$ cat config.mk
export PLATFORM = sky130hd
export DESIGN_NAME = rdc_regs
export DESIGN_NICKNAME = d
export VERILOG_FILES = /design/src/verilog/rdc_pkg.sv /design/src/verilog/rdc_regs.sv
export SDC_FILE = /design/constraint.sdc
export NUM_CORES = 1
export LEC_CHECK = 0
export BUFFER_PORTS_ARGS = -buffer_cell sky130_fd_sc_hd__clkbuf_2
export CORE_AREA = 2 2 112 196
export CTS_CLUSTER_SIZE = 28
export DETAILED_ROUTE_END_ITERATION = 16
export DIE_AREA = 0 0 114 198
export PLACE_DENSITY = 0.53
export SKIP_CTS_REPAIR_TIMING = 1
export SLEW_MARGIN = 20
export SYNTH_ARGS = -nofsm -noshare
export SYNTH_HDL_FRONTEND = slang
export SYNTH_SLANG_ARGS = --single-unit
$ cat constraint.sdc
create_clock -name ref_clk -period 2.4 [get_ports ref_clk]
set_clock_uncertainty 0.15 [all_clocks]
set_input_delay 0.48 -clock ref_clk [delete_from_list [all_inputs] [get_ports ref_clk]]
set_output_delay 0.48 -clock ref_clk [all_outputs]
set_load 0.02 [all_outputs]
$ cat src/verilog/rdc_pkg.sv
// Package of constants for the radio diagnostic and control register bank.
//
// Function
// - Control bits 14:9 hold the master clock frequency in whole MHz.
// - Deep-sleep request starts a slow-clock sequence that ends setting permit bit 8.
// - Permit bit clears when the core leaves sleep, with the sleep-exit interrupt.
// - Software may write only zero to slow-clock monitor bit 7.
// - Monitor bit sets on every rising edge of the slow clock while the slow timer is out of reset.
// - Monitor bit never sets while the slow timer is held in reset.
// - Read-only bit 6 shows the core clock: 0 slow, 1 master.
// - Bit 5 reverses the bit order of the probe bus toward the pins.
// - Unreversed: bus bit n drives port-0 pin n; bits 3:0 copy to port-1.
// - Reversed: bus bit n drives port-0 pin 7-n; port-1 copies port-0 3:0.
// - Select bits 4:3 build the probe bus from core or radio probe words; select 1 puts wake event and sleep state on bits 1:0.
// - Error mask bit 2 resets to 1; mask and flag together hold error interrupt.
// - Writing 1 to acknowledge bit 1 clears error flag; reads return 0.
// - Error flag bit 0 sets on access to an unmapped exchange-memory page.
// - Error flag ignores direct writes; only the acknowledge clears it.
// - Diagnostic register holds channels at 31:24, 23:16, 15:8, 7:0, fields reset 0.
// - Channel flag sets on chosen edge of chosen bit, clears on register read.
// - Channel edge bit: 0 selects rising, 1 selects falling edge.
// - Word select picks core words 0,1 or radio words 0,1; bit select picks bit.
// - Enabled channel raises the probe interrupt on each rise of its flag.

`default_nettype none

package rdc_pkg;

  // ==========================================================================
  // Register byte addresses
  localparam logic [31:0] RDC_CTL_ADDR  = 32'h4000_0200;
  localparam logic [31:0] RDC_DIAG_ADDR = 32'h4000_0204;

  // ==========================================================================
  // Control register field positions
  localparam int RDC_MHZ_LSB    = 9;
  localparam int RDC_MHZ_W      = 6;
  localparam int RDC_PERMIT_BIT = 8;
  localparam int RDC_MON_BIT    = 7;
  localparam int RDC_SRC_BIT    = 6;
  localparam int RDC_REV_BIT    = 5;
  localparam int RDC_SEL_LSB    = 3;
  localparam int RDC_MASK_BIT   = 2;
  localparam int RDC_ACK_BIT    = 1;
  localparam int RDC_FLAG_BIT   = 0;

  // ==========================================================================
  // Diagnostic channel field positions within one byte
  localparam int RDC_CH_W        = 8;
  localparam int RDC_CH_STAT_BIT = 7;
  localparam int RDC_CH_EDGE_BIT = 6;
  localparam int RDC_CH_BSEL_LSB = 3;
  localparam int RDC_CH_WSEL_LSB = 1;
  localparam int RDC_CH_EN_BIT   = 0;

  // ==========================================================================
  // Reset values and counts
  localparam logic [5:0] RDC_MHZ_RST    = 6'h00;
  localparam logic       RDC_MASK_RST   = 1'b1;
  localparam logic [7:0] RDC_CH_RST     = 8'h00;
  localparam logic [3:0] RDC_PERMIT_EDGES = 4'h2;

  // Power-down permission sequence states.
  typedef enum logic [1:0] {
    RDC_PD_IDLE   = 2'b00,
    RDC_PD_COUNT  = 2'b01,
    RDC_PD_PERMIT = 2'b10
  } rdc_pd_type;

endpackage : rdc_pkg

`default_nettype wire

$ cat src/verilog/rdc_regs.sv
// Control, status and diagnostic register bank of the radio link-layer core.
`timescale 1ns/10ps
`default_nettype none

module rdc_regs
  import rdc_pkg::*;
#(
  parameter int         NUM_CHAN     = 4,
  parameter logic [3:0] PERMIT_EDGES = RDC_PERMIT_EDGES
)
(
  input  wire logic        ref_clk,
  input  wire logic        reset_n,
  input  wire logic [31:0] reg_addr,
  input  wire logic [31:0] reg_wdata,
  input  wire logic        reg_wr,
  input  wire logic        reg_rd,
  output var  logic [31:0] reg_rdata,
  input  wire logic        slow_clock_pin,
  input  wire logic        slow_timer_reset,
  input  wire logic        core_clock_source,
  input  wire logic        deep_sleep_request,
  input  wire logic        sleep_exit_interrupt,
  input  wire logic        xmem_access_fault,
  input  wire logic        slow_wake_event,
  input  wire logic        sleep_state_flag,
  input  wire logic [7:0]  core_probe_word0,
  input  wire logic [7:0]  core_probe_word1,
  input  wire logic [7:0]  core_probe_word2,
  input  wire logic [7:0]  rf_probe_word0,
  input  wire logic [7:0]  rf_probe_word1,
  output var  logic [5:0]  master_clock_mhz,
  output var  logic        power_down_permit,
  output var  logic [7:0]  port0_pins,
  output var  logic [3:0]  port1_pins,
  output var  logic        core_error_interrupt,
  output var  logic        probe_interrupt
);

  // ==========================================================================
  // Helper functions

  // Picks one of the four probe words for a diagnostic channel.
  function automatic logic [7:0] pick_word(input logic [1:0] wsel,
                                           input logic [7:0] w0,
                                           input logic [7:0] w1,
                                           input logic [7:0] w2,
                                           input logic [7:0] w3);
    logic [7:0] r;
    case (wsel)
      2'b00:   r = w0;
      2'b01:   r = w1;
      2'b10:   r = w2;
      default: r = w3;
    endcase
    return r;
  endfunction

  // Mirrors the bit order of a byte.
  function automatic logic [7:0] mirror(input logic [7:0] v);
    logic [7:0] r;
    for (int i = 0; i < 8; i++)
    begin
      r[i] = v[7-i];
    end
    return r;
  endfunction

  // ==========================================================================
  // Synchronisers for inputs from the slow domain

  // Bit 2 slow clock, bit 1 wake event, bit 0 sleep state.
  logic [2:0] meta_q;
  logic [2:0] sync_q;
  logic       slow_prev_q;
  logic       slow_rise;

  // The first stage feeds only the second; edges are taken after the second.
  always_ff @(posedge ref_clk)
  begin
    if (!reset_n)
    begin
      meta_q      <= 3'h0;
      sync_q      <= 3'h0;
      slow_prev_q <= 1'b0;
    end
    else
    begin
      meta_q      <= {slow_clock_pin, slow_wake_event, sleep_state_flag};
      sync_q      <= meta_q;
      slow_prev_q <= sync_q[2];
    end
  end

  assign slow_rise = sync_q[2] & ~slow_prev_q;

  // ==========================================================================
  // Bus decode

  logic ctl_wr;
  logic diag_wr;
  logic diag_rd;

  // Writes and reads act only on an exact word address.
  always_comb
  begin
    ctl_wr  = 1'b0;
    diag_wr = 1'b0;
    diag_rd = 1'b0;
    if (reg_addr == RDC_CTL_ADDR)
    begin
      ctl_wr = reg_wr;
    end
    else if (reg_addr == RDC_DIAG_ADDR)
    begin
      diag_wr = reg_wr;
      diag_rd = reg_rd;
    end
  end

  // ==========================================================================
  // Control register

  logic [5:0] mhz_q,  mhz_d;
  logic       mon_q,  mon_d;
  logic       src_q,  src_d;
  logic       rev_q,  rev_d;
  logic [1:0] sel_q,  sel_d;
  logic       mask_q, mask_d;
  logic       flag_q, flag_d;

  // Hardware sets win over software clears so no event is lost.
  always_comb
  begin
    mhz_d  = mhz_q;
    mon_d  = mon_q;
    rev_d  = rev_q;
    sel_d  = sel_q;
    mask_d = mask_q;
    flag_d = flag_q;
    src_d  = core_clock_source;
    if (ctl_wr)
    begin
      // Held stable by software while the core runs.
      mhz_d  = reg_wdata[RDC_MHZ_LSB +: RDC_MHZ_W];
      rev_d  = reg_wdata[RDC_REV_BIT];
      sel_d  = reg_wdata[RDC_SEL_LSB +: 2];
      mask_d = reg_wdata[RDC_MASK_BIT];
      if (!reg_wdata[RDC_MON_BIT])
        mon_d = 1'b0;
      if (reg_wdata[RDC_ACK_BIT])
        flag_d = 1'b0;
    end
    if (slow_rise && !slow_timer_reset)
      mon_d = 1'b1;
    if (xmem_access_fault)
      flag_d = 1'b1;
  end

  // Control register storage.
  always_ff @(posedge ref_clk)
  begin
    if (!reset_n)
    begin
      mhz_q  <= RDC_MHZ_RST;
      mon_q  <= 1'b0;
      src_q  <= 1'b0;
      rev_q  <= 1'b0;
      sel_q  <= 2'b00;
      mask_q <= RDC_MASK_RST;
      flag_q <= 1'b0;
    end
    else
    begin
      mhz_q  <= mhz_d;
      mon_q  <= mon_d;
      src_q  <= src_d;
      rev_q  <= rev_d;
      sel_q  <= sel_d;
      mask_q <= mask_d;
      flag_q <= flag_d;
    end
  end

  // ==========================================================================
  // Power-down permission sequence

  rdc_pd_type pd_q, pd_d;
  logic [3:0] edge_cnt_q, edge_cnt_d;

  // Counting slow-clock edges keeps the permit aligned to the slow domain.
  always_comb
  begin
    pd_d       = pd_q;
    edge_cnt_d = edge_cnt_q;
    case (pd_q)
      RDC_PD_IDLE:
      begin
        edge_cnt_d = 4'h0;
        if (deep_sleep_request)
        begin
          pd_d = RDC_PD_COUNT;
        end
      end
      RDC_PD_COUNT:
      begin
        if (!deep_sleep_request)
        begin
          pd_d = RDC_PD_IDLE;
        end
        else if (slow_rise)
        begin
          edge_cnt_d = edge_cnt_q + 4'h1;
          if (edge_cnt_q + 4'h1 >= PERMIT_EDGES)
          begin
            pd_d = RDC_PD_PERMIT;
          end
        end
      end
      RDC_PD_PERMIT: pd_d = RDC_PD_PERMIT;
      default:       pd_d = RDC_PD_IDLE;
    endcase
    if (sleep_exit_interrupt)
      pd_d = RDC_PD_IDLE;
  end

  // Sequence state storage.
  always_ff @(posedge ref_clk)
  begin
    if (!reset_n)
    begin
      pd_q       <= RDC_PD_IDLE;
      edge_cnt_q <= 4'h0;
    end
    else
    begin
      pd_q       <= pd_d;
      edge_cnt_q <= edge_cnt_d;
    end
  end

  // ==========================================================================
  // Diagnostic event channels

  logic [NUM_CHAN-1:0][7:0] ch_q, ch_d;
  logic [NUM_CHAN-1:0]      pick_prev_q, pick_prev_d;
  logic [NUM_CHAN-1:0]      ch_req;

  // A read clears every flag, but an edge in the same cycle still sets it.
  always_comb
  begin
    logic [7:0] word;
    logic       bit_now;
    logic       hit;
    word = 8'h00;
    bit_now = 1'b0;
    hit = 1'b0;
    for (int c = 0; c < NUM_CHAN; c++)
    begin
      ch_d[c] = ch_q[c];
      word = pick_word(ch_q[c][RDC_CH_WSEL_LSB +: 2], core_probe_word0,
                       core_probe_word1, rf_probe_word0, rf_probe_word1);
      bit_now = word[ch_q[c][RDC_CH_BSEL_LSB +: 3]];
      pick_prev_d[c] = bit_now;
      if (ch_q[c][RDC_CH_EDGE_BIT])
        hit = pick_prev_q[c] & ~bit_now;
      else
        hit = ~pick_prev_q[c] & bit_now;
      if (diag_wr)
        ch_d[c][6:0] = reg_wdata[c*RDC_CH_W +: 7];
      if (diag_rd)
        ch_d[c][RDC_CH_STAT_BIT] = 1'b0;
      if (hit)
        ch_d[c][RDC_CH_STAT_BIT] = 1'b1;
      ch_req[c] = ch_q[c][RDC_CH_EN_BIT] & ch_d[c][RDC_CH_STAT_BIT]
                  & ~ch_q[c][RDC_CH_STAT_BIT];
    end
  end

  // Channel storage; the picked bit is tracked through reset so no false edge follows it.
  always_ff @(posedge ref_clk)
  begin
    if (!reset_n)
    begin
      for (int c = 0; c < NUM_CHAN; c++)
      begin
        ch_q[c] <= RDC_CH_RST;
      end
      pick_prev_q <= pick_prev_d;
    end
    else
    begin
      ch_q        <= ch_d;
      pick_prev_q <= pick_prev_d;
    end
  end

  // ==========================================================================
  // Probe bus, read data and registered outputs

  logic [7:0]  probe_bus;
  logic [7:0]  pins_d;
  logic [31:0] rdata_d;

  // Probe bus mux, reverse stage and read-back assembly.
  always_comb
  begin
    case (sel_q)
      2'b00:   probe_bus = {core_probe_word2[7:5], core_probe_word1[4:3],
                            core_probe_word0[2:0]};
      2'b01:   probe_bus = {core_probe_word2[7:5], core_probe_word1[4:3],
                            core_probe_word0[2], sync_q[1], sync_q[0]};
      2'b10:   probe_bus = rf_probe_word0;
      default: probe_bus = rf_probe_word1;
    endcase
    pins_d = rev_q ? mirror(probe_bus) : probe_bus;
    rdata_d = 32'h0000_0000;
    if (reg_rd && reg_addr == RDC_CTL_ADDR)
    begin
      rdata_d[RDC_MHZ_LSB +: RDC_MHZ_W] = mhz_q;
      rdata_d[RDC_PERMIT_BIT]          = power_down_permit;
      rdata_d[RDC_MON_BIT]             = mon_q;
      rdata_d[RDC_SRC_BIT]             = src_q;
      rdata_d[RDC_REV_BIT]             = rev_q;
      rdata_d[RDC_SEL_LSB +: 2]        = sel_q;
      rdata_d[RDC_MASK_BIT]            = mask_q;
      rdata_d[RDC_FLAG_BIT]            = flag_q;
    end
    else if (diag_rd)
    begin
      for (int c = 0; c < NUM_CHAN; c++)
      begin
        rdata_d[c*RDC_CH_W +: RDC_CH_W] = ch_q[c];
      end
    end
  end

  // Every output leaves from a flop; pins lag the control bits by one cycle, interrupts and permit come from next-state values.
  always_ff @(posedge ref_clk)
  begin
    if (!reset_n)
    begin
      reg_rdata            <= 32'h0000_0000;
      master_clock_mhz     <= RDC_MHZ_RST;
      power_down_permit    <= 1'b0;
      port0_pins           <= 8'h00;
      port1_pins           <= 4'h0;
      core_error_interrupt <= 1'b0;
      probe_interrupt      <= 1'b0;
    end
    else
    begin
      reg_rdata            <= rdata_d;
      master_clock_mhz     <= mhz_d;
      power_down_permit    <= (pd_d == RDC_PD_PERMIT);
      port0_pins           <= pins_d;
      port1_pins           <= pins_d[3:0];
      core_error_interrupt <= mask_d & flag_d;
      probe_interrupt      <= |ch_req;
    end
  end

endmodule // rdc_regs

`default_nettype wire

==> results.sh <==
export IMPL_diodes=0
export IMPL_routed_via_density=4.662
export IMPL_drive_gt1_share_pct=39.45
export IMPL_ys_warn_count=0
export IMPL_cp_end_kind="flip-flop"
export IMPL_drt_pass1_iterations=4
export IMPL_worstMarginPinSlew_ps=582.7
export IMPL_ys_types=44
export IMPL_fin_nets=810
export IMPL_utilization_pct=33.07
export IMPL_synth_edf_count=0
export IMPL_finalHoldViolations=0
export IMPL_clock_sinks=105
export IMPL_syn_num_nets=618
export IMPL_rows=71
export IMPL_start_util_pct=24.47
export IMPL_synth_seq_area_share_pct=40.63
export IMPL_fmax_ghz=0.4220
export IMPL_die_x_um=114
export IMPL_grt_max_degree=39
export IMPL_crit_fanout=2
export IMPL_cts_root_buf="clkbuf_16"
export IMPL_final_cell_mix="clkbuf_2 (160), dfxtp_1 (103), mux2i_1 (78), buf_4 (55), nor2b_1 (54)"
export IMPL_power_leakage_nw=2.868
export IMPL_synthFlopType="dfxtp_1"
export IMPL_drc=0
export IMPL_cp_required_ps=2500
export IMPL_min_delay_path_class="primary input to flip-flop"
export IMPL_worstHoldStart="slow_clock_pin"
export IMPL_drtIter0Drc=126
export IMPL_clk_latency_ps=360
export IMPL_synth_area_per_cell_sq_um=10.35
export IMPL_power_total_w=0.003638
export IMPL_htree_num_levels=3
export IMPL_boundaryPins=169
export IMPL_async_flop_share_pct=0
export IMPL_fillers=2218
export IMPL_antenna_found_initial=0
export IMPL_routed_wl_um=16490
export IMPL_grt_overflow=0
export IMPL_track_usage_pct=14.62
export IMPL_numCtsBuffers=9
export IMPL_dp_cells=935
export IMPL_fin_cells=952
export IMPL_criticalPathCategory="flip-flop to flip-flop"
export IMPL_core_area_sq_mm=0.02114
export IMPL_fp_dieH_um=198
export IMPL_final_common_cell="clkbuf_2"
export IMPL_wl_per_cell_um=17.32
export IMPL_postRouteAntennaNets=0
export IMPL_cap_violations=0
export IMPL_fin_crit_sh_pct=98.73
export IMPL_routed_via_count=4438
export IMPL_ir_drop_mv=0.3192
export IMPL_die_area_sq_mm=0.02257
export IMPL_r2r_start="ch_q[1]$_SDFFE_PN0P_"
export IMPL_setup_viol=0
export IMPL_slew_limit_headroom_pct=61.10
export IMPL_p_per_area_mw_per_mm2=520.3
export IMPL_startpoint="ch_q[1]$_SDFFE_PN0P_"
export IMPL_cts_tree="yes"
export IMPL_io_buffers=160
export IMPL_grt_pass1_wl_um=24720
export IMPL_hpwl_um=13260
export IMPL_status="complete, no violations"
export IMPL_gp_congestion=0.8941
export IMPL_syn_area_sq_mm=0.005174
export IMPL_cts_clk_slew_worst_paths_ps=70
export IMPL_synthCells=500
export IMPL_ys_ff_latch=105
export IMPL_clock_path_buffers=2
export IMPL_grt_pass1_vias=4419
export IMPL_arrival_ps=2460
export IMPL_crit_path_start_kind="flip-flop"
export IMPL_area_growth_pct=35.16
export IMPL_fin_crit_ps=2370
export IMPL_rsz0062_at_grt="true"
export IMPL_slew_violations=0
-- power breakdown --
| group | internal (W) | leakage [nW] | total [W] | switching [W] |
|---|---|---|---|---|
| clock | 0.000822 | 0.146 | 0.00151 | 0.000690 |
| sequential | 0.00176 | 0.854 | 0.00178 | 0.0000121 |
| combinational | 0.000185 | 1.87 | 0.000350 | 0.000165 |
-- worst paths after layout --
check	endpoint	slack, ps	cells after the start
max	probe_interrupt$_SDFF_PN0_	30	6
max reg2reg	probe_interrupt$_SDFF_PN0_	30	6
min reg2reg	sync_q[2]$_SDFF_PN0_	280	1
min	meta_q[2]$_SDFF_PN0_	180	2
-- sequential cells by signal (all words and copies together), names as in the netlist, 2 cells and up --
name and count:
ch_q 32, reg_rdata 32, port0_pins 8, master_clock_mhz 6
edge_cnt_q 4, pick_prev_q 4, meta_q 3, sync_q 3
pd_q 2, sel_q 2
-- routing by layer --
layer | vias to the layer above | wire [um] | GRT usage, %
li1 | 2176 | - | -
met2 | 115 | 8970 | 26.65
met3 | 30 | 665 | 2.449
met4 | 0 | 728 | 8.356
met1 | 2117 | 6121 | 15.64
met5 | - | 0 | 0
-- kinds of logic (layout without fill, tap and decap cells) --
logic type	Yosys count	after routing	synth area share, %
mux	109	109	27.13
xor+xnor	2	2	0.3386
flops	105	105	40.63
buf+inv	50	247	4.015
simple gates	183	183	20.39
fa+ha+maj	2	2	0.4836
compound gates	49	49	7.014
-- critical path, cell delays in order, from the launching register on --
cell	delay (ps)
dfxtp_2	360
mux4_2	560
and3_4	170
or4_4	430
o22ai_4	190
mux2i_1	100
o41a_1	300
-- cells in the mapped netlist, types with 4 or more instances --
library cell | number | area share, %
dfxtp_1 | 105 | 41
mux2i_1 | 78 | 15
nor2b_1 | 54 | 6.5
and2_1 | 35 | 4.2
clkbuf_1 | 24 | 1.7
mux4_2 | 23 | 10
nor2_1 | 21 | 1.5
nand2_1 | 19 | 1.4
nand3_1 | 16 | 1.5
a22o_1 | 13 | 2.2
inv_1 | 10 | 0.73
nor4_1 | 10 | 1.2
a21oi_1 | 9 | 0.87
buf_1 | 8 | 0.58
mux2_2 | 7 | 1.5
nand4_1 | 6 | 0.73
o21ai_0 | 6 | 0.58
a21boi_0 | 5 | 0.73
buf_2 | 4 | 0.39
buf_4 | 4 | 0.58
nand2b_1 | 4 | 0.48
-- area by class of cell --
type	instances	area (sq um)	area share [%]
multi-input combinational	345	2908	41.58
sequential	105	2107	30.13
timing repair buffer	221	1325	18.95
tap	255	319.1	4.563
clock buffer	11	232.7	3.328
clock inverter	5	63.81	0.9125
inverter	10	37.54	0.5368
-- through the flow --
stage / TNS [ps] / instance area [sq um] / hold WS [ps] / worst slack (ps)
2_1_floorplan: 0 / 5174 / 261.9 / 5.479
3_3_place_gp: -848.0 / 6645 / 265.3 / -273.2
3_5_place_dp: -979.7 / 6645 / 267.9 / -316.2
4_1_cts: -259.6 / 6942 / 174.1 / -115.3
5_1_grt: -30.49 / 6993 / 198.6 / -30.49
6_report: 0 / 6993 / 183.0 / 30.46
(Power assumes the default switching activity.)
